--- config.mk ---
export PLATFORM = sky130hd
export DESIGN_NAME = wwss_top
export DESIGN_NICKNAME = d
export VERILOG_FILES = /design/src/rtl/wwss_pkg.sv /design/src/rtl/wwss_top.sv
export VERILOG_INCLUDE_DIRS = /design/src /design/src/rtl
export SDC_FILE = /design/constraint.sdc
export NUM_CORES = 1
export LEC_CHECK = 0
export BUFFER_PORTS_ARGS = -buffer_cell sky130_fd_sc_hd__buf_4
export CAP_MARGIN = 20
export CORE_MARGIN = 8
export CORE_UTILIZATION = 40
export DETAILED_ROUTE_END_ITERATION = 16
export PLACE_DENSITY = 0.62
export SYNTH_ARGS = -nofsm -noshare
export SYNTH_HDL_FRONTEND = slang
export SYNTH_SLANG_ARGS = --single-unit
--- constraint.sdc ---
create_clock -name ref_clk -period 16.93 [get_ports ref_clk]
set_clock_uncertainty 0.1 [all_clocks]
set_input_delay 0.8465 -clock ref_clk [delete_from_list [all_inputs] [get_ports ref_clk]]
set_output_delay 0.8465 -clock ref_clk [all_outputs]
set_load 0.01 [all_outputs]
--- src/rtl/wwss_defines.svh ---
// offsets, field positions, reset values and timing counts of the supervisor
`ifndef WWSS_DEFINES_SVH
`define WWSS_DEFINES_SVH
`define WWSS_OFF_WDCTL      8'h00
`define WWSS_OFF_WAKE       8'h04
`define WWSS_OFF_MODE       8'h08
`define WWSS_OFF_STAT       8'h0c
`define WWSS_WAKE_EN_A      0
`define WWSS_WAKE_BUSWK     1
`define WWSS_WAKE_KEEPON    2
`define WWSS_WAKE_OVRST     3
`define WWSS_WAKE_RST       4'h2
`define WWSS_WDCTL_RST      8'h04
`define WWSS_CMD_NORMAL     2'h0
`define WWSS_CMD_STOP       2'h1
`define WWSS_CMD_SOFTRST    2'h3
`define WWSS_F_POR          0
`define WWSS_F_SERFAIL      1
`define WWSS_F_BATUV        2
`define WWSS_F_HSUV         3
`define WWSS_F_HSOV         4
`define WWSS_F_WARN         5
`define WWSS_F_MUV          6
`define WWSS_F_UVFS         7
`define WWSS_F_MOV          8
`define WWSS_F_WDFAIL       9
`define WWSS_NFLAGS         10
`define WWSS_CLOSED_PCT     14'd60
`define WWSS_OPEN_END_PCT   14'd140
`define WWSS_LONG_MS        11'd200
`define WWSS_UV_LIMIT       2'd3
`define WWSS_CLK_NS         100
`define WWSS_TICK_NS        1000000
`define WWSS_RESET_DELAY_NS 10000
`define WWSS_RESET_DELAY_CYC ((`WWSS_RESET_DELAY_NS + `WWSS_CLK_NS - 1) / `WWSS_CLK_NS)
`endif

--- src/rtl/wwss_pkg.sv ---
// types shared by the watchdog and supply supervisor
package wwss_pkg;
  typedef enum logic [2:0] {
    S_INIT     = 3'h0,
    S_NORMAL   = 3'h1,
    S_STOP     = 3'h3,
    S_RESTART  = 3'h2,
    S_FAILSAFE = 3'h6,
    S_OFF      = 3'h4
  } wwss_mode_t;

  typedef struct packed {
    logic       checksum;
    logic       stop_disable_enable_b;
    logic       window_mode;
    logic       fail_to_failsafe;
    logic       reserved;
    logic [2:0] watchdog_period_field;
  } wwss_wdctl_t;

  typedef struct packed {
    logic main_uv;
    logic main_warn;
    logic main_ov;
    logic main_rise_ok;
    logic bat_uv;
    logic bat_por_low;
    logic hs_uv;
    logic hs_ov;
    logic config_pin_level;
    logic can_wake;
    logic lin_wake;
  } wwss_supply_t;
endpackage

--- src/rtl/wwss_top.sv ---
// window watchdog and supply supervisor with an ahb-lite register slave
`timescale 1ns/1ns
`include "wwss_defines.svh"

// Summary of operation
// period is closed window then open window
// closed window is 60% of period
// host triggers between 0.72 and 1.20 periods
// good trigger restarts with closed window
// early trigger or expiry forces reset
// control write needs even parity bits 15..8
// bad parity discards write, sets flag
// parity includes written reserved bit
// host sets two enables to disable
// sequence error clears second enable
// stop trigger or normal re-enables watchdog
// restarting sequence clears first enable
// bus wake restarts disabled watchdog
// wake in stop raises interrupt, pulls receive low
// power-on sets flag, holds reset
// battery loss resets, restarts in init
// battery undervoltage flag, aux off
// highside flags, lin receive only
// prewarn flag; undervoltage forces restart
// fourth undervoltage enters fail-safe
// overvoltage with pin high restarts
// overvoltage with pin low fail-safe
// trigger is valid control write
// long open window of 200 ms
// seven selectable watchdog periods
// delays and comparators are parameters
module wwss_top
  import wwss_pkg::*;
#(
  parameter int TICK_CYC = `WWSS_TICK_NS / `WWSS_CLK_NS
) (
  input  wire logic         ref_clk,
  input  wire logic         rst,
  input  wire logic         hsel,
  input  wire logic [31:0]  haddr,
  input  wire logic [1:0]   htrans,
  input  wire logic         hwrite,
  input  wire logic [2:0]   hsize,
  input  wire logic [31:0]  hwdata,
  input  wire logic         hready,
  output logic      [31:0]  hrdata,
  output logic              hreadyout,
  output logic              hresp,
  input  wire wwss_supply_t supply_in,
  output logic              reset_out_n,
  output logic              fail_outputs,
  output logic              aux_reg_en,
  output logic              main_sc_prot_en,
  output logic              lin_rx_only,
  output logic              wake_irq,
  output logic              can_rxd_low,
  output logic              lin_rxd_low
);
  wwss_supply_t     s1_r, sp_r, sp_d_r;
  wwss_mode_t       mode_r, mode_nxt;
  wwss_wdctl_t      ctl_r;
  logic             en_a_r, bus_wake_en_r, keep_on_r, ovrst_en_r;
  logic [`WWSS_NFLAGS-1:0] flag_r, flag_nxt, flag_set, flag_clr;
  logic             wr_pend_r;
  logic [7:0]       addr_r;
  logic [1:0]       uv_cnt_r;
  logic [15:0]      dly_cnt_r, tick_cnt_r;
  logic [10:0]      ms_cnt_r, per_ms, lim_ms, closed_ms;
  logic             wd_on_r, long_r;
  logic [7:0]       wd_byte;
  logic             par_ok, wr_ctrl, trig, closed_hit, expire, wd_fail_ev;
  logic             active, uv_ev, uv_count_en, uv_fourth, ov_ev, wake_ev;
  logic             soft_rst, regs_default, stop_entry, stop_disable, from_stop;
  logic             wd_restart, dly_done;
  logic [1:0]       cmd;

  // two-stage synchroniser, then an edge history stage
  always_ff @(posedge ref_clk or posedge rst) begin
    if (rst) begin
      s1_r   <= '0;
      sp_r   <= '0;
      sp_d_r <= '0;
    end else begin
      s1_r   <= supply_in;
      sp_r   <= s1_r;
      sp_d_r <= sp_r;
    end
  end

  // ahb-lite slave, zero wait states, always okay
  always_ff @(posedge ref_clk or posedge rst) begin
    if (rst) begin
      wr_pend_r <= 1'b0;
      addr_r    <= 8'h00;
      hrdata    <= 32'h0000_0000;
      hreadyout <= 1'b0;
      hresp     <= 1'b0;
    end else begin
      hreadyout <= 1'b1;
      hresp     <= 1'b0;
      wr_pend_r <= hsel && htrans[1] && hready && hwrite && (hsize == 3'h2) &&
                   (haddr[31:8] == 24'h0);
      addr_r    <= haddr[7:0];
      if (hsel && htrans[1] && hready && !hwrite) begin
        if (haddr[31:8] != 24'h0) begin
          hrdata <= 32'h0000_0000;
        end else if (haddr[7:0] == `WWSS_OFF_WDCTL) begin
          // reserved bit reads back as zero
          hrdata <= {16'h0000, ctl_r[7:5], ctl_r[4], 1'b0, ctl_r[2:0], 8'h00};
        end else if (haddr[7:0] == `WWSS_OFF_WAKE) begin
          hrdata <= {28'h0, ovrst_en_r, keep_on_r, bus_wake_en_r, en_a_r};
        end else if (haddr[7:0] == `WWSS_OFF_MODE) begin
          hrdata <= {21'h0, wd_on_r, long_r, uv_cnt_r, 4'h0, mode_r};
        end else if (haddr[7:0] == `WWSS_OFF_STAT) begin
          hrdata <= {22'h0, flag_r};
        end else begin
          hrdata <= 32'h0000_0000;
        end
      end
    end
  end

  // parity check over the written byte
  // reserved bit counts as written
  assign wd_byte  = hwdata[15:8];
  assign par_ok   = ~^wd_byte;
  assign wr_ctrl  = wr_pend_r && (addr_r == `WWSS_OFF_WDCTL);
  assign cmd      = hwdata[1:0];
  assign active   = (mode_r == S_INIT) || (mode_r == S_NORMAL) || (mode_r == S_STOP);
  assign soft_rst = wr_pend_r && (addr_r == `WWSS_OFF_MODE) && (cmd == `WWSS_CMD_SOFTRST) &&
                    ((mode_r == S_NORMAL) || (mode_r == S_STOP));
  // battery loss reloads defaults
  assign regs_default = soft_rst || sp_r.bat_por_low;

  // period lookup
  always_comb begin
    case (ctl_r.watchdog_period_field)
      3'h2:    per_ms = 11'd20;
      3'h3:    per_ms = 11'd50;
      3'h4:    per_ms = 11'd100;
      3'h5:    per_ms = 11'd200;
      3'h6:    per_ms = 11'd500;
      3'h7:    per_ms = 11'd1000;
      default: per_ms = 11'd10;
    endcase
  end

  // closed window 60%, open window centred on the period
  assign closed_ms = 11'(({7'h00, per_ms} * `WWSS_CLOSED_PCT) / 18'd100);
  // long open window limit
  assign lim_ms    = long_r ? `WWSS_LONG_MS :
                     ctl_r.window_mode ? 11'(({7'h00, per_ms} * `WWSS_OPEN_END_PCT) / 18'd100) :
                     per_ms;

  // a valid control write is the trigger
  assign trig       = wr_ctrl && par_ok && ((mode_r == S_NORMAL) || (mode_r == S_STOP));
  // trigger inside closed window is a failure
  assign closed_hit = trig && wd_on_r && ctl_r.window_mode && !long_r && (ms_cnt_r < closed_ms);
  assign expire     = wd_on_r && (ms_cnt_r >= lim_ms);
  // watchdog failure event
  assign wd_fail_ev = ((mode_r == S_NORMAL) || (mode_r == S_STOP)) && (closed_hit || expire);

  assign uv_ev       = active && sp_r.main_uv && !sp_d_r.main_uv;
  // count paused in normal during battery undervoltage
  assign uv_count_en = uv_ev && !((mode_r == S_NORMAL) && sp_r.bat_uv);
  assign uv_fourth   = uv_count_en && (uv_cnt_r == `WWSS_UV_LIMIT);
  assign ov_ev       = active && sp_r.main_ov && !sp_d_r.main_ov;
  assign wake_ev     = (sp_r.can_wake && !sp_d_r.can_wake) || (sp_r.lin_wake && !sp_d_r.lin_wake);
  assign stop_entry  = (mode_r == S_NORMAL) && (mode_nxt == S_STOP);
  assign stop_disable = stop_entry && en_a_r && ctl_r.stop_disable_enable_b;
  assign from_stop   = (mode_r == S_STOP) && (mode_nxt == S_NORMAL);
  assign dly_done    = dly_cnt_r >= 16'(`WWSS_RESET_DELAY_CYC);

  // mode sequencing
  always_comb begin
    mode_nxt = mode_r;
    case (mode_r)
      S_OFF: begin
        mode_nxt = S_INIT;
      end
      S_INIT, S_RESTART: begin
        if (dly_done) begin
          mode_nxt = S_NORMAL;
        end
      end
      S_FAILSAFE: begin
        if (wake_ev) begin
          mode_nxt = S_RESTART;
        end
      end
      S_NORMAL, S_STOP: begin
        if (wr_pend_r && (addr_r == `WWSS_OFF_MODE)) begin
          if (cmd == `WWSS_CMD_SOFTRST) begin
            mode_nxt = S_INIT;
          end else if (cmd == `WWSS_CMD_STOP) begin
            mode_nxt = S_STOP;
          end else if (cmd == `WWSS_CMD_NORMAL) begin
            mode_nxt = S_NORMAL;
          end
        end
      end
      default: begin
        mode_nxt = S_OFF;
      end
    endcase
    if (active) begin
      // fourth undervoltage
      if (uv_fourth) begin
        mode_nxt = S_FAILSAFE;
      // undervoltage restart
      end else if (uv_ev) begin
        mode_nxt = S_RESTART;
      // overvoltage by pin level
      end else if (ov_ev && ovrst_en_r) begin
        mode_nxt = sp_r.config_pin_level ? S_RESTART : S_FAILSAFE;
      // restart or fail-safe as configured
      end else if (wd_fail_ev) begin
        mode_nxt = ctl_r.fail_to_failsafe ? S_FAILSAFE : S_RESTART;
      end
    end
    // battery below power-on threshold
    if (sp_r.bat_por_low) begin
      mode_nxt = S_OFF;
    end
  end

  always_ff @(posedge ref_clk or posedge rst) begin
    if (rst) begin
      mode_r <= S_OFF;
    end else begin
      mode_r <= mode_nxt;
    end
  end

  // reset delay counted once the regulator is up
  always_ff @(posedge ref_clk or posedge rst) begin
    if (rst) begin
      dly_cnt_r <= 16'h0000;
    end else if (mode_nxt != mode_r) begin
      dly_cnt_r <= 16'h0000;
    end else if (((mode_r == S_INIT) && sp_r.main_rise_ok && !sp_r.main_uv) ||
                 ((mode_r == S_RESTART) && !sp_r.main_uv)) begin
      if (!dly_done) begin
        dly_cnt_r <= dly_cnt_r + 16'h0001;
      end
    end
  end

  // watchdog timer
  assign wd_restart = trig || from_stop ||
                      ((mode_r == S_STOP) && !wd_on_r && wake_ev && bus_wake_en_r);
  always_ff @(posedge ref_clk or posedge rst) begin
    if (rst) begin
      wd_on_r    <= 1'b1;
      long_r     <= 1'b1;
      ms_cnt_r   <= 11'h000;
      tick_cnt_r <= 16'h0000;
    end else if ((mode_r != S_NORMAL) && (mode_r != S_STOP)) begin
      // start with long open window
      wd_on_r    <= 1'b1;
      long_r     <= 1'b1;
      ms_cnt_r   <= 11'h000;
      tick_cnt_r <= 16'h0000;
    end else if (wd_restart && !closed_hit) begin
      // restart the period
      wd_on_r    <= 1'b1;
      long_r     <= !wd_on_r || from_stop;
      ms_cnt_r   <= 11'h000;
      tick_cnt_r <= 16'h0000;
    end else if (stop_disable) begin
      wd_on_r    <= 1'b0;
    end else if (wd_on_r) begin
      if (tick_cnt_r == 16'(TICK_CYC - 1)) begin
        tick_cnt_r <= 16'h0000;
        ms_cnt_r   <= ms_cnt_r + 11'h001;
      end else begin
        tick_cnt_r <= tick_cnt_r + 16'h0001;
      end
    end
  end

  // software-written configuration
  always_ff @(posedge ref_clk or posedge rst) begin
    if (rst) begin
      ctl_r         <= wwss_wdctl_t'(`WWSS_WDCTL_RST);
      en_a_r        <= 1'((`WWSS_WAKE_RST >> `WWSS_WAKE_EN_A) & 4'h1);
      bus_wake_en_r <= 1'b1;
      keep_on_r     <= 1'b0;
      ovrst_en_r    <= 1'b0;
    end else if (regs_default) begin
      ctl_r         <= wwss_wdctl_t'(`WWSS_WDCTL_RST);
      en_a_r        <= 1'b0;
      bus_wake_en_r <= 1'b1;
      keep_on_r     <= 1'b0;
      ovrst_en_r    <= 1'b0;
    end else begin
      // settings change only on good parity
      if (wr_ctrl && par_ok && (mode_r == S_NORMAL)) begin
        ctl_r          <= wwss_wdctl_t'(wd_byte);
        ctl_r.reserved <= 1'b0;
        // second enable without the first is an error
        ctl_r.stop_disable_enable_b <= wd_byte[6] && en_a_r;
      end
      if (wr_pend_r && (addr_r == `WWSS_OFF_WAKE) && (mode_r == S_NORMAL)) begin
        keep_on_r  <= hwdata[`WWSS_WAKE_KEEPON];
        ovrst_en_r <= hwdata[`WWSS_WAKE_OVRST];
        // bus wake enable fixed once the sequence runs
        if (!en_a_r) begin
          bus_wake_en_r <= hwdata[`WWSS_WAKE_BUSWK];
        end
        // restart of sequence clears first enable
        if (hwdata[`WWSS_WAKE_EN_A]) begin
          en_a_r <= !en_a_r;
        end
      end
      // incomplete sequence at stop entry
      if (stop_entry && !(en_a_r && ctl_r.stop_disable_enable_b)) begin
        ctl_r.stop_disable_enable_b <= 1'b0;
      end
      // re-enable clears both enables
      if (((mode_r == S_STOP) && !wd_on_r && trig) || from_stop) begin
        en_a_r                      <= 1'b0;
        ctl_r.stop_disable_enable_b <= 1'b0;
      end
      // overvoltage reset bit clears itself
      if (active && ov_ev && ovrst_en_r && sp_r.config_pin_level) begin
        ovrst_en_r <= 1'b0;
      end
    end
  end

  // status flags: write one to clear, set wins
  always_comb begin
    flag_set = '0;
    flag_clr = '0;
    if (wr_pend_r && (addr_r == `WWSS_OFF_STAT)) begin
      flag_clr = hwdata[`WWSS_NFLAGS-1:0];
    end
    // condition-held flags clear only after it ends
    flag_clr[`WWSS_F_BATUV] = flag_clr[`WWSS_F_BATUV] && !sp_r.bat_uv;
    flag_clr[`WWSS_F_HSUV]  = flag_clr[`WWSS_F_HSUV] && !sp_r.hs_uv;
    flag_clr[`WWSS_F_HSOV]  = flag_clr[`WWSS_F_HSOV] && !sp_r.hs_ov;
    // power-on flag
    flag_set[`WWSS_F_POR]     = sp_r.bat_por_low;
    // serial failure flag
    flag_set[`WWSS_F_SERFAIL] = wr_ctrl && !par_ok;
    flag_set[`WWSS_F_BATUV]   = sp_r.bat_uv;
    flag_set[`WWSS_F_HSUV]    = sp_r.hs_uv;
    flag_set[`WWSS_F_HSOV]    = sp_r.hs_ov;
    // prewarning and undervoltage flags
    flag_set[`WWSS_F_WARN]    = active && sp_r.main_warn;
    flag_set[`WWSS_F_MUV]     = uv_ev;
    flag_set[`WWSS_F_UVFS]    = uv_fourth;
    // overvoltage flag set in init, normal or stop, with or without reset enable
    flag_set[`WWSS_F_MOV]     = ov_ev;
    flag_set[`WWSS_F_WDFAIL]  = wd_fail_ev;
    flag_nxt = (flag_r & ~flag_clr) | flag_set;
  end

  always_ff @(posedge ref_clk or posedge rst) begin
    if (rst) begin
      flag_r <= `WWSS_NFLAGS'(1);
    end else if (soft_rst) begin
      flag_r <= '0;
    end else begin
      flag_r <= flag_nxt;
    end
  end

  // undervoltage counter and its clears
  always_ff @(posedge ref_clk or posedge rst) begin
    if (rst) begin
      uv_cnt_r <= 2'h0;
    end else if (regs_default || (mode_nxt == S_FAILSAFE) ||
                 (flag_r[`WWSS_F_MUV] && !flag_nxt[`WWSS_F_MUV])) begin
      uv_cnt_r <= 2'h0;
    end else if (uv_count_en) begin
      uv_cnt_r <= uv_cnt_r + 2'h1;
    end
  end

  // pin outputs
  always_ff @(posedge ref_clk or posedge rst) begin
    if (rst) begin
      reset_out_n     <= 1'b0;
      fail_outputs    <= 1'b0;
      aux_reg_en      <= 1'b0;
      main_sc_prot_en <= 1'b0;
      lin_rx_only     <= 1'b0;
    end else begin
      // reset held outside normal and stop
      reset_out_n     <= (mode_nxt == S_NORMAL) || (mode_nxt == S_STOP);
      // aux regulator and short-circuit guard
      aux_reg_en      <= !sp_r.bat_uv || keep_on_r;
      main_sc_prot_en <= !sp_r.bat_uv;
      // receive only on highside undervoltage
      lin_rx_only     <= sp_r.hs_uv;
      // fail outputs on fail-safe or overvoltage restart
      if (regs_default) begin
        fail_outputs <= 1'b0;
      end else if ((mode_nxt == S_FAILSAFE) || (ov_ev && ovrst_en_r)) begin
        fail_outputs <= 1'b1;
      end
    end
  end

  // wake indication in stop, held until stop mode is left
  always_ff @(posedge ref_clk or posedge rst) begin
    if (rst) begin
      wake_irq    <= 1'b0;
      can_rxd_low <= 1'b0;
      lin_rxd_low <= 1'b0;
    end else if (wake_ev && (mode_r == S_STOP)) begin
      wake_irq    <= 1'b1;
      can_rxd_low <= can_rxd_low || (sp_r.can_wake && !sp_d_r.can_wake);
      lin_rxd_low <= lin_rxd_low || (sp_r.lin_wake && !sp_d_r.lin_wake);
    end else if (mode_r != S_STOP) begin
      wake_irq    <= 1'b0;
      can_rxd_low <= 1'b0;
      lin_rxd_low <= 1'b0;
    end
  end
endmodule // wwss_top

==> results of run 1 <==
==> cell type report <==
cell class / instances / share of cell area, %
multi-input combinational: 838 / 52.6
clock buffer: 18 / 3.97
timing repair buffer: 99 / 6.72
inverter: 60 / 2.08
clock inverter: 14 / 1.52
tap: 319 / 3.61
sequential: 130 / 29.5
==> synthesized netlist by cell type, drive strengths merged (11+ instances only) <==
cell	instances
and2	11
a22o	15
o211ai	11
a21o	15
fa	11
nor3	30
nand2b	14
nand3	32
or2	12
inv	56
o21a	12
and3	15
buf	33
xor2	22
o21ai	45
nand2	101
nand4	20
nor4b	12
mux2i	19
a21oi	46
xnor2	30
nor4	27
clkbuf	24
ha	60
nor2	117
dfrtp	124
==> cell usage in the layout (no fill, tap or decap), types with 32 or more instances in the layout <==
master,n
sky130_fd_sc_hd__nand3_1,32
sky130_fd_sc_hd__buf_4,99
sky130_fd_sc_hd__nor2_1,115
sky130_fd_sc_hd__inv_1,55
sky130_fd_sc_hd__ha_1,60
sky130_fd_sc_hd__nand2_1,101
sky130_fd_sc_hd__o21ai_0,37
sky130_fd_sc_hd__dfrtp_1,124
sky130_fd_sc_hd__a21oi_1,46
==> metrics by stage <==
stage / hold WS [ns] / util [%] / total power, mW
2_1_floorplan: 0.231 / - / 0.359
3_3_place_gp: 0.231 / 44.5 / 0.379
3_5_place_dp: 0.236 / 44.6 / 0.379
4_1_cts: 0.241 / 47.1 / 0.755
5_1_grt: 0.257 / 47.1 / 0.776
6_report: 0.239 / 47.1 / 0.749
==> registers in the layout, summed over array words and instances, names as in the netlist, 2 cells and up <==
register,count
addr_r,8
flag_set,4
ctl_r,7
mode_r,3
uv_cnt_r,2
hrdata,15
sp_d_r,4
sp_r,7
tick_cnt_r,16
flag_r,10
ms_cnt_r,11
s1_r,11
dly_cnt_r,16
==> metal layers <==
metal	up-vias	GRT usage, %	routed length, µm
li1	3966	-	-
met1	3954	23.2	11300
met2	252	29.0	11900
met3	35	3.69	1490
met4	2	4.81	463
met5	-	0	13
==> cells by family after synthesis <==
kind of cell,Yosys count
adders and majority gates,71
DFF,130
buffers and inverters,117
and+or+nand+nor,428
muxes,26
other,2
AOI/OAI and AO/OA,238
xor gates and xnor gates,52
==> power by group through the flow <==
stage / combinational, mW / sequential (mW) / clock, mW
2_1_floorplan: 0.0355 / 0.324 / 0
3_3_place_gp: 0.0536 / 0.325 / 0
3_5_place_dp: 0.0543 / 0.325 / 0
4_1_cts: 0.0546 / 0.319 / 0.381
5_1_grt: 0.0599 / 0.320 / 0.396
6_report: 0.0541 / 0.319 / 0.375
==> worst max-delay path by stage <==
stage | startpoint | to | depth (start not counted)
6_report | ctl_r[2] | dly_cnt_r[13] | 38
5_1_grt | ctl_r[2] | dly_cnt_r[13] | 36
2_1_floorplan | ctl_r[2] | dly_cnt_r[15] | 40
3_3_place_gp | ctl_r[2] | dly_cnt_r[12] | 38
4_1_cts | ctl_r[1] | dly_cnt_r[13] | 38
3_5_place_dp | ctl_r[2] | dly_cnt_r[12] | 38
==> implementation parameters, run 1 <==
Parameter                              Value

Clock network
  Sink count of the clock tree ... 130
  Clock tree root buffer cell ... sky130_fd_sc_hd__clkbuf_16
  Bufs on Longest Clock Path ... 2
  Worst skew pair latency ... between 0.4 and 0.5 ns
  CTS resizes ... 0
  Register clock-pin slew on the reported worst setup and hold paths ... approximately 0.070 ns
  Hold Buf Count CTS ... 0
  Cts bufs inserted ... 17
  Deepest level of the CTS H-tree ... 4
  Clock tree from TritonCTS ... built
  Number of buffers added for setup after CTS ... 0

Timing
  Setup repair after global routing missed its margin ... no
  Final hold violations ... 0
  Final number of setup-violating endpoints ... 0
  Top achievable clock speed ... around 92 MHz
  Max-slew violation total from the final report ... 0
  Final setup margin ... roughly 6 ns
  Transition time of the tightest slew-check pin ... between 0.9 and 1 ns
  Slew HR ... roughly a third
  Setup TNS ... 0 ns
  Final worst path period need ... between 10 and 15 ns
  Share of the clock period used by the worst path ... between 60 and 70%

Global route
  Number of global-route vias before repair ... between 8k and 9k
  Number of antenna violations at the first check in global routing ... 1
  Global routing usage summed across all routing layers ... ~18%
  Wire length of the first global-routing pass ... 41800 µm
  Residual overflow from global routing ... 0
  Largest net degree at the start of global routing ... 89

Synthesis
  Multiplexer fraction of the synthesized cell area ... about 3%
  Largest cells by area after synthesis ... sky130_fd_sc_hd__dfrtp_1 (32%), sky130_fd_sc_hd__ha_1 (7.9%), sky130_fd_sc_hd__nor2_1 (4.5%)
  Simple-gate area share of the yosys netlist ... between 20 and 25%
  Number of distinct library cells after synthesis ... between 90 and 100
  Post-synth top area cell ... sky130_fd_sc_hd__dfrtp_1
  Prevailing post-synth register cell ... sky130_fd_sc_hd__dfrtp_1
  Fraction of the mapped netlist area in adder cells ... a little over 10%
  Share of the synthesized area in the top cell type ... ~32%
  Area fraction in compound gates after synthesis ... a little under a fifth
  Count of mapped cells out of synthesis ... roughly 1.1k
  Mean cell area of the mapped netlist ... approximately 9.0 µm²
  Async set-or-reset flop fraction in the synthesized netlist ... 100%
  Dominant combinational cell family by area after synthesis ... simple AND/OR/NAND/NOR gates
  Xor and xnor fraction of the mapped netlist area ... under 10%
  Sequential element share of the synthesized area ... between 30% and 40%
  Synthesized area ... around 0.0096 mm²
  Syn. warnings ... 0
  Synthesis-stage register bit count ... 130
  Post-synth EDFFs ... 0

Routing
  Initial DRT Pass Iterations ... 5
  Average vias per placed instance ... ~5.6
  Total number of vias ... about 8.2k
  Detailed Route WL ... between 20000 and 30000 µm
  Number of remaining DRC errors ... 0
  Number of DRC violations after detailed-routing iteration 0 ... 546
  Average wire per cell in the routed design ... around 17 µm
  Final antenna-violating net count ... 0

Setup path
  Slowest cell on the critical path ... sky130_fd_sc_hd__dfstp_2
  CP peak stage delay ... about 0.9 ns
  Top fanout value on the critical path ... 27
  Cell seen most often among critical-path stages ... sky130_fd_sc_hd__o21a_1
  Category of the most critical setup path ... flip-flop to flip-flop
  Crit path max-delay family ... compound AO/OA/AOI/OAI gates
  Data arrival, critical path ... approximately 11 ns
  Critical R2R Launch ... ctl_r[2]
  Element type at the critical path start ... flip-flop
  Endpoint of the lowest-slack register-to-register path ... dly_cnt_r[13]
  Sum of buffers and inverters on the critical path ... 4
  Data required, critical path ... between 15 and 20 ns
  Cell count of the worst reg-to-reg path ... 38
  Endpoint class of the critical path ... flip-flop
  Internal reg-to-reg setup slack ... around 6 ns

Worst hold path
  Kind of path behind the tightest hold check ... flip-flop to flip-flop
  Number of stages on the worst hold path ... 0
  Hold path startpoint ... s1_r[2]
  Hold endpoint ... sp_r[2]

Status
  Status ... completed

Layout
  Final layout net count ... 1302
  FF+latch area ... roughly 0.0033 mm²
  Antenna diodes ... 0
  Number of inserted filler cells in the final layout ... 2277
  Cell Count, Final, Fillers Out ... between 1k and 1.5k
  Fraction of final layout cells with drive strength greater than 1 ... between 10% and 20%
  Layout Area Growth over Synthesis ... 15.8%
  Area occupied by multi-input gates ... just under 0.006 mm²
  Cell area after layout ... 0.0111 mm²

Placement
  Placed cell count ... ~1.4k
  Post-Place Worst Slack ... a little over 6 ns
  Port Buffer Count ... between 90 and 100
  Cell Area, Placed ... 0.0105 mm²
  Placer's final routability congestion estimate ... between 0.8 and 0.9
  Detailed-placement wirelength estimate ... approximately 19000 µm

Power
  Total leakage power ... about 4.8 nW
  Total power density per cell area ... 67.7 mW/mm²
  Sequential group share of total power ... between 40 and 50%
  Clk pwr share ... between 50% and 60%
  Switching power summed over all nets ... 0.184 mW
  Net Sw Frac ... about a quarter
  Internal ... 0.565 mW
  Peak supply drop ... approximately 0.000069 V
  Power share of the combinational group ... between 7 and 8%

Run
  Maximum capacitance violations ... 0

Floorplan
  Floorplan die height ... ~170 µm
  Core Region ... between 0.02 and 0.025 mm²
  Die ar. ... about 0.029 mm²
  Top-level port count ... ~130
  Die width ... roughly 170 µm
  Number of cell rows ... 56
  Initial standard-cell utilization of the core ... 40.7%
Note: power is estimated with default switching activity, not from simulation.
==> run 2: changes to the inputs <==
--- a/config.mk
+++ b/config.mk
@@ -6,6 +6,7 @@
 export SDC_FILE = /design/constraint.sdc
 export NUM_CORES = 1
 export LEC_CHECK = 0
+export ABC_AREA = 1
 export BUFFER_PORTS_ARGS = -buffer_cell sky130_fd_sc_hd__buf_4
 export CAP_MARGIN = 20
 export CORE_MARGIN = 8
==> constraint.sdc (replaced) <==
create_clock -name ref_clk -period 10.8 [get_ports ref_clk]
set_clock_uncertainty 0.1 [all_clocks]
set_input_delay 0.54 -clock ref_clk [delete_from_list [all_inputs] [get_ports ref_clk]]
set_output_delay 0.54 -clock ref_clk [all_outputs]
set_load 0.01 [all_outputs]
==> run 2 against run 1 <==
- die area down 2.6%
- critical path depth up 20
- total power up 52%
- sequential power up 58%
- hold slack worse by 0.21 ns
- first-iteration DRC count down 7.7%
- core utilization up 0.49 points
- global-route usage down 0.80 points
- combinational power up 49%
- clock power up 47%
- count of clock-buffer cells in the layout up 1
- final cell count up 12%
- critical path type unchanged
- largest cell class unchanged
==> implementation parameters, run 2 <==
Parameter                              Value

Status
  Status ... completed (unchanged)

Setup path
  Sum of buffers and inverters on the critical path ... 5 (was 4)
  Data required, critical path ... 11.03 ns (was 17.13 ns)
  Endpoint of the lowest-slack register-to-register path ... dly_cnt_r[6] (was dly_cnt_r[13])
  Internal reg-to-reg setup slack ... 1.40 ns (was 6.03 ns)
  Cell seen most often among critical-path stages ... sky130_fd_sc_hd__nand2_1 (was sky130_fd_sc_hd__o21a_1)
  Critical R2R Launch ... ctl_r[2] (unchanged)
  Category of the most critical setup path ... flip-flop to flip-flop (unchanged)
  Endpoint class of the critical path ... flip-flop (unchanged)
  Cell count of the worst reg-to-reg path ... 58 (was 38)
  Top fanout value on the critical path ... 16 (was 27)
  Slowest cell on the critical path ... sky130_fd_sc_hd__dfstp_2 (unchanged)
  Data arrival, critical path ... 9.64 ns (was 11.10 ns)
  Crit path max-delay family ... simple AND/OR/NAND/NOR gates (was compound AO/OA/AOI/OAI gates)
  CP peak stage delay ... 0.78 ns (was 0.90 ns)
  Element type at the critical path start ... flip-flop (unchanged)

Floorplan
  Die width ... 168 µm (was 171 µm)
  Core Region ... 0.0227 mm² (was 0.0235 mm²)
  Initial standard-cell utilization of the core ... 40.8% (was 40.7%)
  Top-level port count ... 127 (unchanged)
  Number of cell rows ... 55 (was 56)
  Floorplan die height ... 168 µm (was 171 µm)
  Die ar. ... 0.0283 mm² (was 0.0291 mm²)

Synthesis
  Sequential element share of the synthesized area ... 35.1% (was 34.1%)
  Synthesis-stage register bit count ... 130 (unchanged)
  Prevailing post-synth register cell ... sky130_fd_sc_hd__dfrtp_1 (unchanged)
  Most frequent cells after synthesis ... sky130_fd_sc_hd__nand2_1 (306), sky130_fd_sc_hd__inv_1 (169), sky130_fd_sc_hd__nor2_1 (148) (was sky130_fd_sc_hd__dfrtp_1 (124), sky130_fd_sc_hd__nor2_1 (115), sky130_fd_sc_hd__nand2_1 (101))
  Post-synth top area cell ... sky130_fd_sc_hd__dfrtp_1 (unchanged)
  Async set-or-reset flop fraction in the synthesized netlist ... 100% (unchanged)
  Count of mapped cells out of synthesis ... 1258 (was 1064)
  Post-synth EDFFs ... 0 (unchanged)
  Leading cell type by number of instances after synthesis ... sky130_fd_sc_hd__nand2_1 (was sky130_fd_sc_hd__dfrtp_1)
  Share of the synthesized area in the top cell type ... 33.5% (was 32.5%)
  Syn. warnings ... 0 (unchanged)
  Mean cell area of the mapped netlist ... 7.37 µm² (was 8.98 µm²)
  Synthesized area ... 0.00928 mm² (was 0.00955 mm²)
  Largest cells by area after synthesis ... sky130_fd_sc_hd__dfrtp_1 (33%), sky130_fd_sc_hd__nand2_1 (12%), sky130_fd_sc_hd__ha_1 (8.1%) (was sky130_fd_sc_hd__dfrtp_1 (32%), sky130_fd_sc_hd__ha_1 (7.9%), sky130_fd_sc_hd__nor2_1 (4.5%))
  Number of distinct library cells after synthesis ... 55 (was 95)

Routing
  Average wire per cell in the routed design ... 14.1 µm (was 17.1 µm)
  Initial DRT Pass Iterations ... 5 (unchanged)
  Number of DRC violations after detailed-routing iteration 0 ... 504 (was 546)
  Number of remaining DRC errors ... 0 (unchanged)
  Detailed Route WL ... 23400 µm (was 25200 µm)
  Final antenna-violating net count ... 0 (unchanged)
  Total number of vias ... 8239 (was 8209)
  Average vias per placed instance ... 4.96 (was 5.55)

Timing
  Max-slew violation total from the final report ... 0 (unchanged)
  Final number of setup-violating endpoints ... 0 (unchanged)
  Setup repair after global routing missed its margin ... no (unchanged)
  Top achievable clock speed ... 106 MHz (was 91.7 MHz)
  Setup TNS ... 0 ns (unchanged)
  Share of the clock period used by the worst path ... 87.1% (was 64.4%)
  Final worst path period need ... 9.40 ns (was 10.90 ns)
  Worst hold margin ... 0.0343 ns (was 0.239 ns)
  Final hold violations ... 0 (unchanged)
  Slew HR ... 31.3% (was 35.3%)
  Transition time of the tightest slew-check pin ... 1.02 ns (was 0.967 ns)

Layout
  Antenna diodes ... 0 (unchanged)
  Layout Area Growth over Synthesis ... 16.6% (was 15.8%)
  Number of inserted filler cells in the final layout ... 2326 (was 2277)
  Final layout net count ... 1518 (was 1302)
  Cell Count, Final, Fillers Out ... 1660 (was 1478)
  Fin util ... 47.6% (was 47.1%)
  Most common cell after layout, fill and taps aside ... sky130_fd_sc_hd__nand2_1 (was sky130_fd_sc_hd__dfrtp_1)
  Fraction of final layout cells with drive strength greater than 1 ... 12.6% (was 16.7%)
  Commonest non-fill, non-tap cells in the layout ... sky130_fd_sc_hd__nand2_1 (306), sky130_fd_sc_hd__inv_1 (167), sky130_fd_sc_hd__nor2_1 (148) (was sky130_fd_sc_hd__dfrtp_1 (124), sky130_fd_sc_hd__nor2_1 (115), sky130_fd_sc_hd__nand2_1 (101))
  Largest registers ... dly_cnt_r (16), tick_cnt_r (16), hrdata (15) (unchanged)

Global route
  Largest net degree at the start of global routing ... 83 (was 89)
  Global routing usage summed across all routing layers ... 16.8% (was 17.6%)
  Wire length of the first global-routing pass ... 39400 µm (was 41800 µm)
  Residual overflow from global routing ... 0 (unchanged)
  Number of antenna violations at the first check in global routing ... 0 (was 1)
  Number of global-route vias before repair ... 7974 (was 8117)

Power
  Peak supply drop ... 0.000111 V (was 0.0000691 V)
  Total power ... 1.14 mW (was 0.749 mW)
  Total power density per cell area ... 105 mW/mm² (was 67.7 mW/mm²)
  Total leakage power ... 5.53 nW (was 4.84 nW)

Clock network
  Deepest level of the CTS H-tree ... 4 (unchanged)
  Hold Buf Count CTS ... 0 (unchanged)
  Worst skew pair latency ... 0.42 ns (was 0.41 ns)
  Cts bufs inserted ... 17 (unchanged)
  Clock tree root buffer cell ... sky130_fd_sc_hd__clkbuf_16 (unchanged)
  Register clock-pin slew on the reported worst setup and hold paths ... 0.06 ns (was 0.07 ns)
  Clock tree from TritonCTS ... built (unchanged)
  Sink count of the clock tree ... 130 (unchanged)
  Bufs on Longest Clock Path ... 2 (unchanged)

Placement
  Detailed-placement wirelength estimate ... 18200 µm (was 19200 µm)
  Placer's final routability congestion estimate ... 0.823 (was 0.894)
  Placed cell count ... 1627 (was 1446)
  Port Buffer Count ... 91 (unchanged)

Worst hold path
  Kind of path behind the tightest hold check ... input pin to asynchronous set/reset pin (was flip-flop to flip-flop)

Run
  Maximum capacitance violations ... 0 (unchanged)
-- run 2: cell types whose count changed after synthesis, sizes merged, moves of 17 or more --
cell,delta
clkbuf,-17
inv,+123
mux2i,-19
nand2,+216
nand3,+67
nor2,+37
xnor2,-23
xor2,+22
-- run 2: logic make-up (layout without fill, tap and decap cells) --
group	count (synthesis)	in the layout	share of synthesized area (%)
other	2	23	0.0810
XOR/XNOR	51	51	4.82
AND/OR/NAND/NOR	648	648	30.8
AO/OA/AOI/OAI	142	142	8.96
adder cells (fa/ha/maj)	71	71	10.5
buffers and inverters	214	310	9.71
flip-flops	130	130	35.1
-- run 2: timing repair --
item	CTS	global route
setup endpoints to repair	0	2
setup buffers	0	0
gates resized for setup	0	1
-- run 2: layout make-up --
| type | instances | area (µm²) | area share (%) |
|---|---|---|---|
| inverters | 182 | 696 | 6.43 |
| clock buffers | 19 | 443 | 4.09 |
| multi-input cells | 935 | 5190 | 48.0 |
| well taps | 285 | 357 | 3.30 |
| flip-flops and latches | 130 | 3260 | 30.1 |
| repair buffers | 96 | 741 | 6.85 |
| clock inverters | 13 | 128 | 1.18 |
-- run 2: worst register-to-register path: cells and delay by family (launching register included) --
| family | cells | cell delay [ns] |
|---|---|---|
| buffers and inverters | 5 | 0.89 |
| AO/OA/AOI/OAI | 10 | 1.73 |
| AND/OR/NAND/NOR | 38 | 4.44 |
| flip-flops | 1 | 0.78 |
| XOR/XNOR | 1 | 0.16 |
| adder cells (fa/ha/maj) | 4 | 1.21 |
-- run 2: how the worst max path moves through the flow --
stage / from / to / slack [ns] / cells after the start
after CTS: ctl_r[2] / dly_cnt_r[6] / 1.24 / 58
after global placement: ctl_r[2] / dly_cnt_r[6] / 1.38 / 58
after global routing: ctl_r[2] / dly_cnt_r[7] / 0.12 / 58
final: ctl_r[2] / dly_cnt_r[6] / 1.40 / 58
after detailed placement: ctl_r[2] / dly_cnt_r[6] / 1.26 / 58
after floorplan: ctl_r[2] / tick_cnt_r[4] / 3.35 / 58
-- run 2: power breakdown --
group,switching [mW],internal [mW],total [mW]
Clock,0.227,0.326,0.553
Combinational,0.0480,0.0325,0.0806
Sequential,0.00588,0.498,0.504
Total,0.281,0.857,1.14
-- run 2: per-stage QoR --
step	setup slack, ns	cell area [µm²]
CTS	1.24	10800
global placement	1.38	10200
global route	0.117	10800
detailed placement	1.26	10200
floorplan	3.35	9360
finish	1.40	10800
-- run 2: metal layers --
metal	vias up	track usage, %	wire length, µm
met1	3818	21.0	10800
met3	15	3.25	822
met2	144	29.6	11600
met4	0	3.96	172
met5	-	0	0
li1	4262	-	-
==> run 3: changes to the inputs <==
--- a/config.mk
+++ b/config.mk
@@ -6,7 +6,6 @@
 export SDC_FILE = /design/constraint.sdc
 export NUM_CORES = 1
 export LEC_CHECK = 0
-export ABC_AREA = 1
 export BUFFER_PORTS_ARGS = -buffer_cell sky130_fd_sc_hd__buf_4
 export CAP_MARGIN = 20
 export CORE_MARGIN = 8
==> constraint.sdc (replaced) <==
create_clock -name ref_clk -period 9.4 [get_ports ref_clk]
set_clock_uncertainty 0.1 [all_clocks]
set_input_delay 0.47 -clock ref_clk [delete_from_list [all_inputs] [get_ports ref_clk]]
set_output_delay 0.47 -clock ref_clk [all_outputs]
set_load 0.01 [all_outputs]
==> run 3 against run 2 <==
- hold slack improved by 0.011 ns
- fmax grew 3.7%
- core utilization rose by 1.9 points
- routed wire length grew 13%
==> implementation parameters, run 3 (synthesis gave the netlist of run 1 again) <==
Parameter                              Value

Setup path
  Crit path from ... ctl_r[2] (unchanged)
  Crit path max-delay family ... compound AO/OA/AOI/OAI gates (was simple AND/OR/NAND/NOR gates)
  Top fanout value on the critical path ... 8 (was 16)
  Data required, critical path ... 9.62 ns (was 11.03 ns)
  Category of the most critical setup path ... flip-flop to flip-flop (unchanged)
  Sum of buffers and inverters on the critical path ... 4 (was 5)
  Cell seen most often among critical-path stages ... sky130_fd_sc_hd__o21a_1 (was sky130_fd_sc_hd__nand2_1)
  Data arrival, critical path ... 9.28 ns (was 9.64 ns)
  Slowest cell on the critical path ... sky130_fd_sc_hd__dfstp_2 (unchanged)
  Element type at the critical path start ... flip-flop (unchanged)
  Endpoint class of the critical path ... flip-flop (unchanged)
  CP peak stage delay ... 0.60 ns (was 0.78 ns)
  Critical R2R Launch ... ctl_r[2] (unchanged)

Power
  Internal ... 1.01 mW (was 0.857 mW)
  Sequential group share of total power ... 42.7% (was 44.3%)
  Total power density per cell area ... 116 mW/mm² (was 105 mW/mm²)
  Clk pwr share ... 49.7% (was 48.6%)
  Switching power summed over all nets ... 0.337 mW (was 0.281 mW)
  Peak supply drop ... 0.000153 V (was 0.000111 V)
  Power share of the combinational group ... 7.5% (was 7.1%)
  Total leakage power ... 5.13 nW (was 5.53 nW)
  Net Sw Frac ... 25.0% (was 24.7%)
  Total power ... 1.35 mW (was 1.14 mW)

Routing
  Initial DRT Pass Iterations ... 5 (unchanged)
  Number of remaining DRC errors ... 0 (unchanged)
  Number of DRC violations after detailed-routing iteration 0 ... 456 (was 504)
  Highest metal layer with signal wires ... met5 (was met4)
  Routed length on met3 ... 1560 µm (was 822 µm)
  Detailed Route WL ... 26400 µm (was 23400 µm)
  Average wire per cell in the routed design ... 17.3 µm (was 14.1 µm)
  Routed length on met2 ... 12400 µm (was 11600 µm)
  Average vias per placed instance ... 5.51 (was 4.96)
  Total number of vias ... 8396 (was 8239)
  Metal-1 WL ... 11800 µm (was 10800 µm)
  Final antenna-violating net count ... 0 (unchanged)

Layout
  Fin util ... 49.5% (was 47.6%)
  Fraction of final layout cells with drive strength greater than 1 ... 22.6% (was 12.6%)
  Cell area after layout ... 0.0116 mm² (was 0.0108 mm²)
  Antenna diodes ... 0 (unchanged)
  Cell Count, Final, Fillers Out ... 1525 (was 1660)
  Number of inserted filler cells in the final layout ... 2222 (was 2326)
  Most common cell after layout, fill and taps aside ... sky130_fd_sc_hd__buf_4 (was sky130_fd_sc_hd__nand2_1)
  Commonest non-fill, non-tap cells in the layout ... sky130_fd_sc_hd__buf_4 (143), sky130_fd_sc_hd__dfrtp_1 (124), sky130_fd_sc_hd__nor2_1 (113) (was sky130_fd_sc_hd__nand2_1 (306), sky130_fd_sc_hd__inv_1 (167), sky130_fd_sc_hd__nor2_1 (148))
  Layout Area Growth over Synthesis ... 21.7% (was 16.6%)
  Final layout net count ... 1349 (was 1518)
  Largest registers ... dly_cnt_r (16), tick_cnt_r (16), hrdata (15) (unchanged)

Timing
  Slew HR ... 33.4% (was 31.3%)
  Share of the clock period used by the worst path ... 96.4% (was 87.1%)
  Final number of setup-violating endpoints ... 0 (unchanged)
  Worst hold margin ... 0.0452 ns (was 0.0343 ns)
  Max-slew violation total from the final report ... 0 (unchanged)
  Final hold violations ... 0 (unchanged)
  Top achievable clock speed ... 110 MHz (was 106 MHz)
  Final setup margin ... 0.336 ns (was 1.40 ns)
  Transition time of the tightest slew-check pin ... 0.996 ns (was 1.02 ns)
  Setup TNS ... 0 ns (unchanged)
  Setup repair after global routing missed its margin ... yes (was no)
  Final worst path period need ... 9.06 ns (was 9.40 ns)

Clock network
  Deepest level of the CTS H-tree ... 4 (unchanged)
  Sink count of the clock tree ... 130 (unchanged)
  Bufs on Longest Clock Path ... 2 (unchanged)
  Clock tree from TritonCTS ... built (unchanged)
  Hold Buf Count CTS ... 0 (unchanged)
  Register clock-pin slew on the reported worst setup and hold paths ... 0.06 ns (about the same)
  Worst skew pair latency ... 0.42 ns (about the same)
  Clock tree root buffer cell ... sky130_fd_sc_hd__clkbuf_16 (unchanged)
  Cts bufs inserted ... 17 (unchanged)

Floorplan
  Top-level port count ... 127 (unchanged)
  Die width ... 171 µm (was 168 µm)
  Die ar. ... 0.0291 mm² (was 0.0283 mm²)
  Core Region ... 0.0235 mm² (was 0.0227 mm²)
  Initial standard-cell utilization of the core ... 40.7% (was 40.8%)
  Floorplan die height ... 171 µm (was 168 µm)
  Number of cell rows ... 56 (was 55)

Placement
  Placer's final routability congestion estimate ... 0.877 (was 0.823)
  Port Buffer Count ... 91 (unchanged)
  Post-Place Worst Slack ... -0.0225 ns (was 1.26 ns)
  Placed cell count ... 1487 (was 1627)
  Cell Area, Placed ... 0.0108 mm² (was 0.0102 mm²)
  Detailed-placement wirelength estimate ... 20000 µm (was 18200 µm)

Worst hold path
  Kind of path behind the tightest hold check ... input pin to asynchronous set/reset pin (unchanged)

Global route
  Largest net degree at the start of global routing ... 75 (was 83)
  Number of antenna violations at the first check in global routing ... 1 (was 0)
  Wire length of the first global-routing pass ... 42700 µm (was 39400 µm)
  Global routing usage summed across all routing layers ... 18.2% (was 16.8%)
  Number of global-route vias before repair ... 8398 (was 7974)
  Residual overflow from global routing ... 0 (unchanged)

Run
  Maximum capacitance violations ... 0 (unchanged)

Status
  Status ... completed (unchanged)
## run 3: cell types whose count changed in the layout (fill, tap and decap cells not counted), sizes merged, moves of 15 or more
cell	change
xnor2	+23
buf	+49
inv	-119
xor2	-22
and3	+15
nand2	-216
mux2i	+19
nor2	-37
nand3	-67
## run 3: path summary, 6_finish.rpt
path / slack, ns / cells after the start / end
worst max-delay path: 0.34 / 37 / dly_cnt_r[13]
worst min-delay path: 0.05 / 2 / hreadyout
worst max register to register: 0.34 / 37 / dly_cnt_r[13]
worst min register to register: 0.25 / 0 / flag_set[3]
max in group asynchronous: 7.95 / 3 / mode_r[1]
min in group ref_clk: 0.05 / 1 / s1_r[2]
## run 3: layout make-up
type,instances,area (µm²),area share (%)
repair buffers,145,1100,9.50
clock buffers,17,425,3.66
multi-input cells,839,6040,51.9
clock inverters,15,170,1.46
flip-flops and latches,130,3260,28.0
inverters,60,230,1.98
well taps,319,399,3.43
## run 3: power groups by stage
stage | logic, mW | registers [mW] | clock network, mW
5_1_grt | 0.112 | 0.576 | 0.705
6_report | 0.102 | 0.576 | 0.670
3_5_place_dp | 0.0975 | 0.585 | 0
2_1_floorplan | 0.0639 | 0.583 | 0
3_3_place_gp | 0.0968 | 0.585 | 0
4_1_cts | 0.0980 | 0.575 | 0.679
## run 3: layer usage
| metal | global-route usage [%] | vias to the layer above |
|---|---|---|
| li1 | - | 4078 |
| met1 | 23.0 | 4038 |
| met2 | 29.8 | 227 |
| met3 | 4.31 | 51 |
| met4 | 6.71 | 2 |
| met5 | 0 | - |
## run 3: worst reg2reg max path, delay by kind of cell, from the launching register on
| family | cells | cell delay (ns) |
|---|---|---|
| compound gates | 20 | 4.47 |
| simple gates | 8 | 1.81 |
| buf+inv | 4 | 0.38 |
| flops | 1 | 0.60 |
| fa+ha+maj | 3 | 1.02 |
| mux | 2 | 0.59 |
## run 3: timing repair
| action | in CTS | in global routing |
|---|---|---|
| pin swaps | 0 | 7 |
| buffers inserted | 0 | 5 |
| setup endpoints to repair | 5 | 52 |
| endpoints found under the hold margin | 0 | 0 |
| resized for setup | 1 | 48 |
| cloned | 0 | 1 |
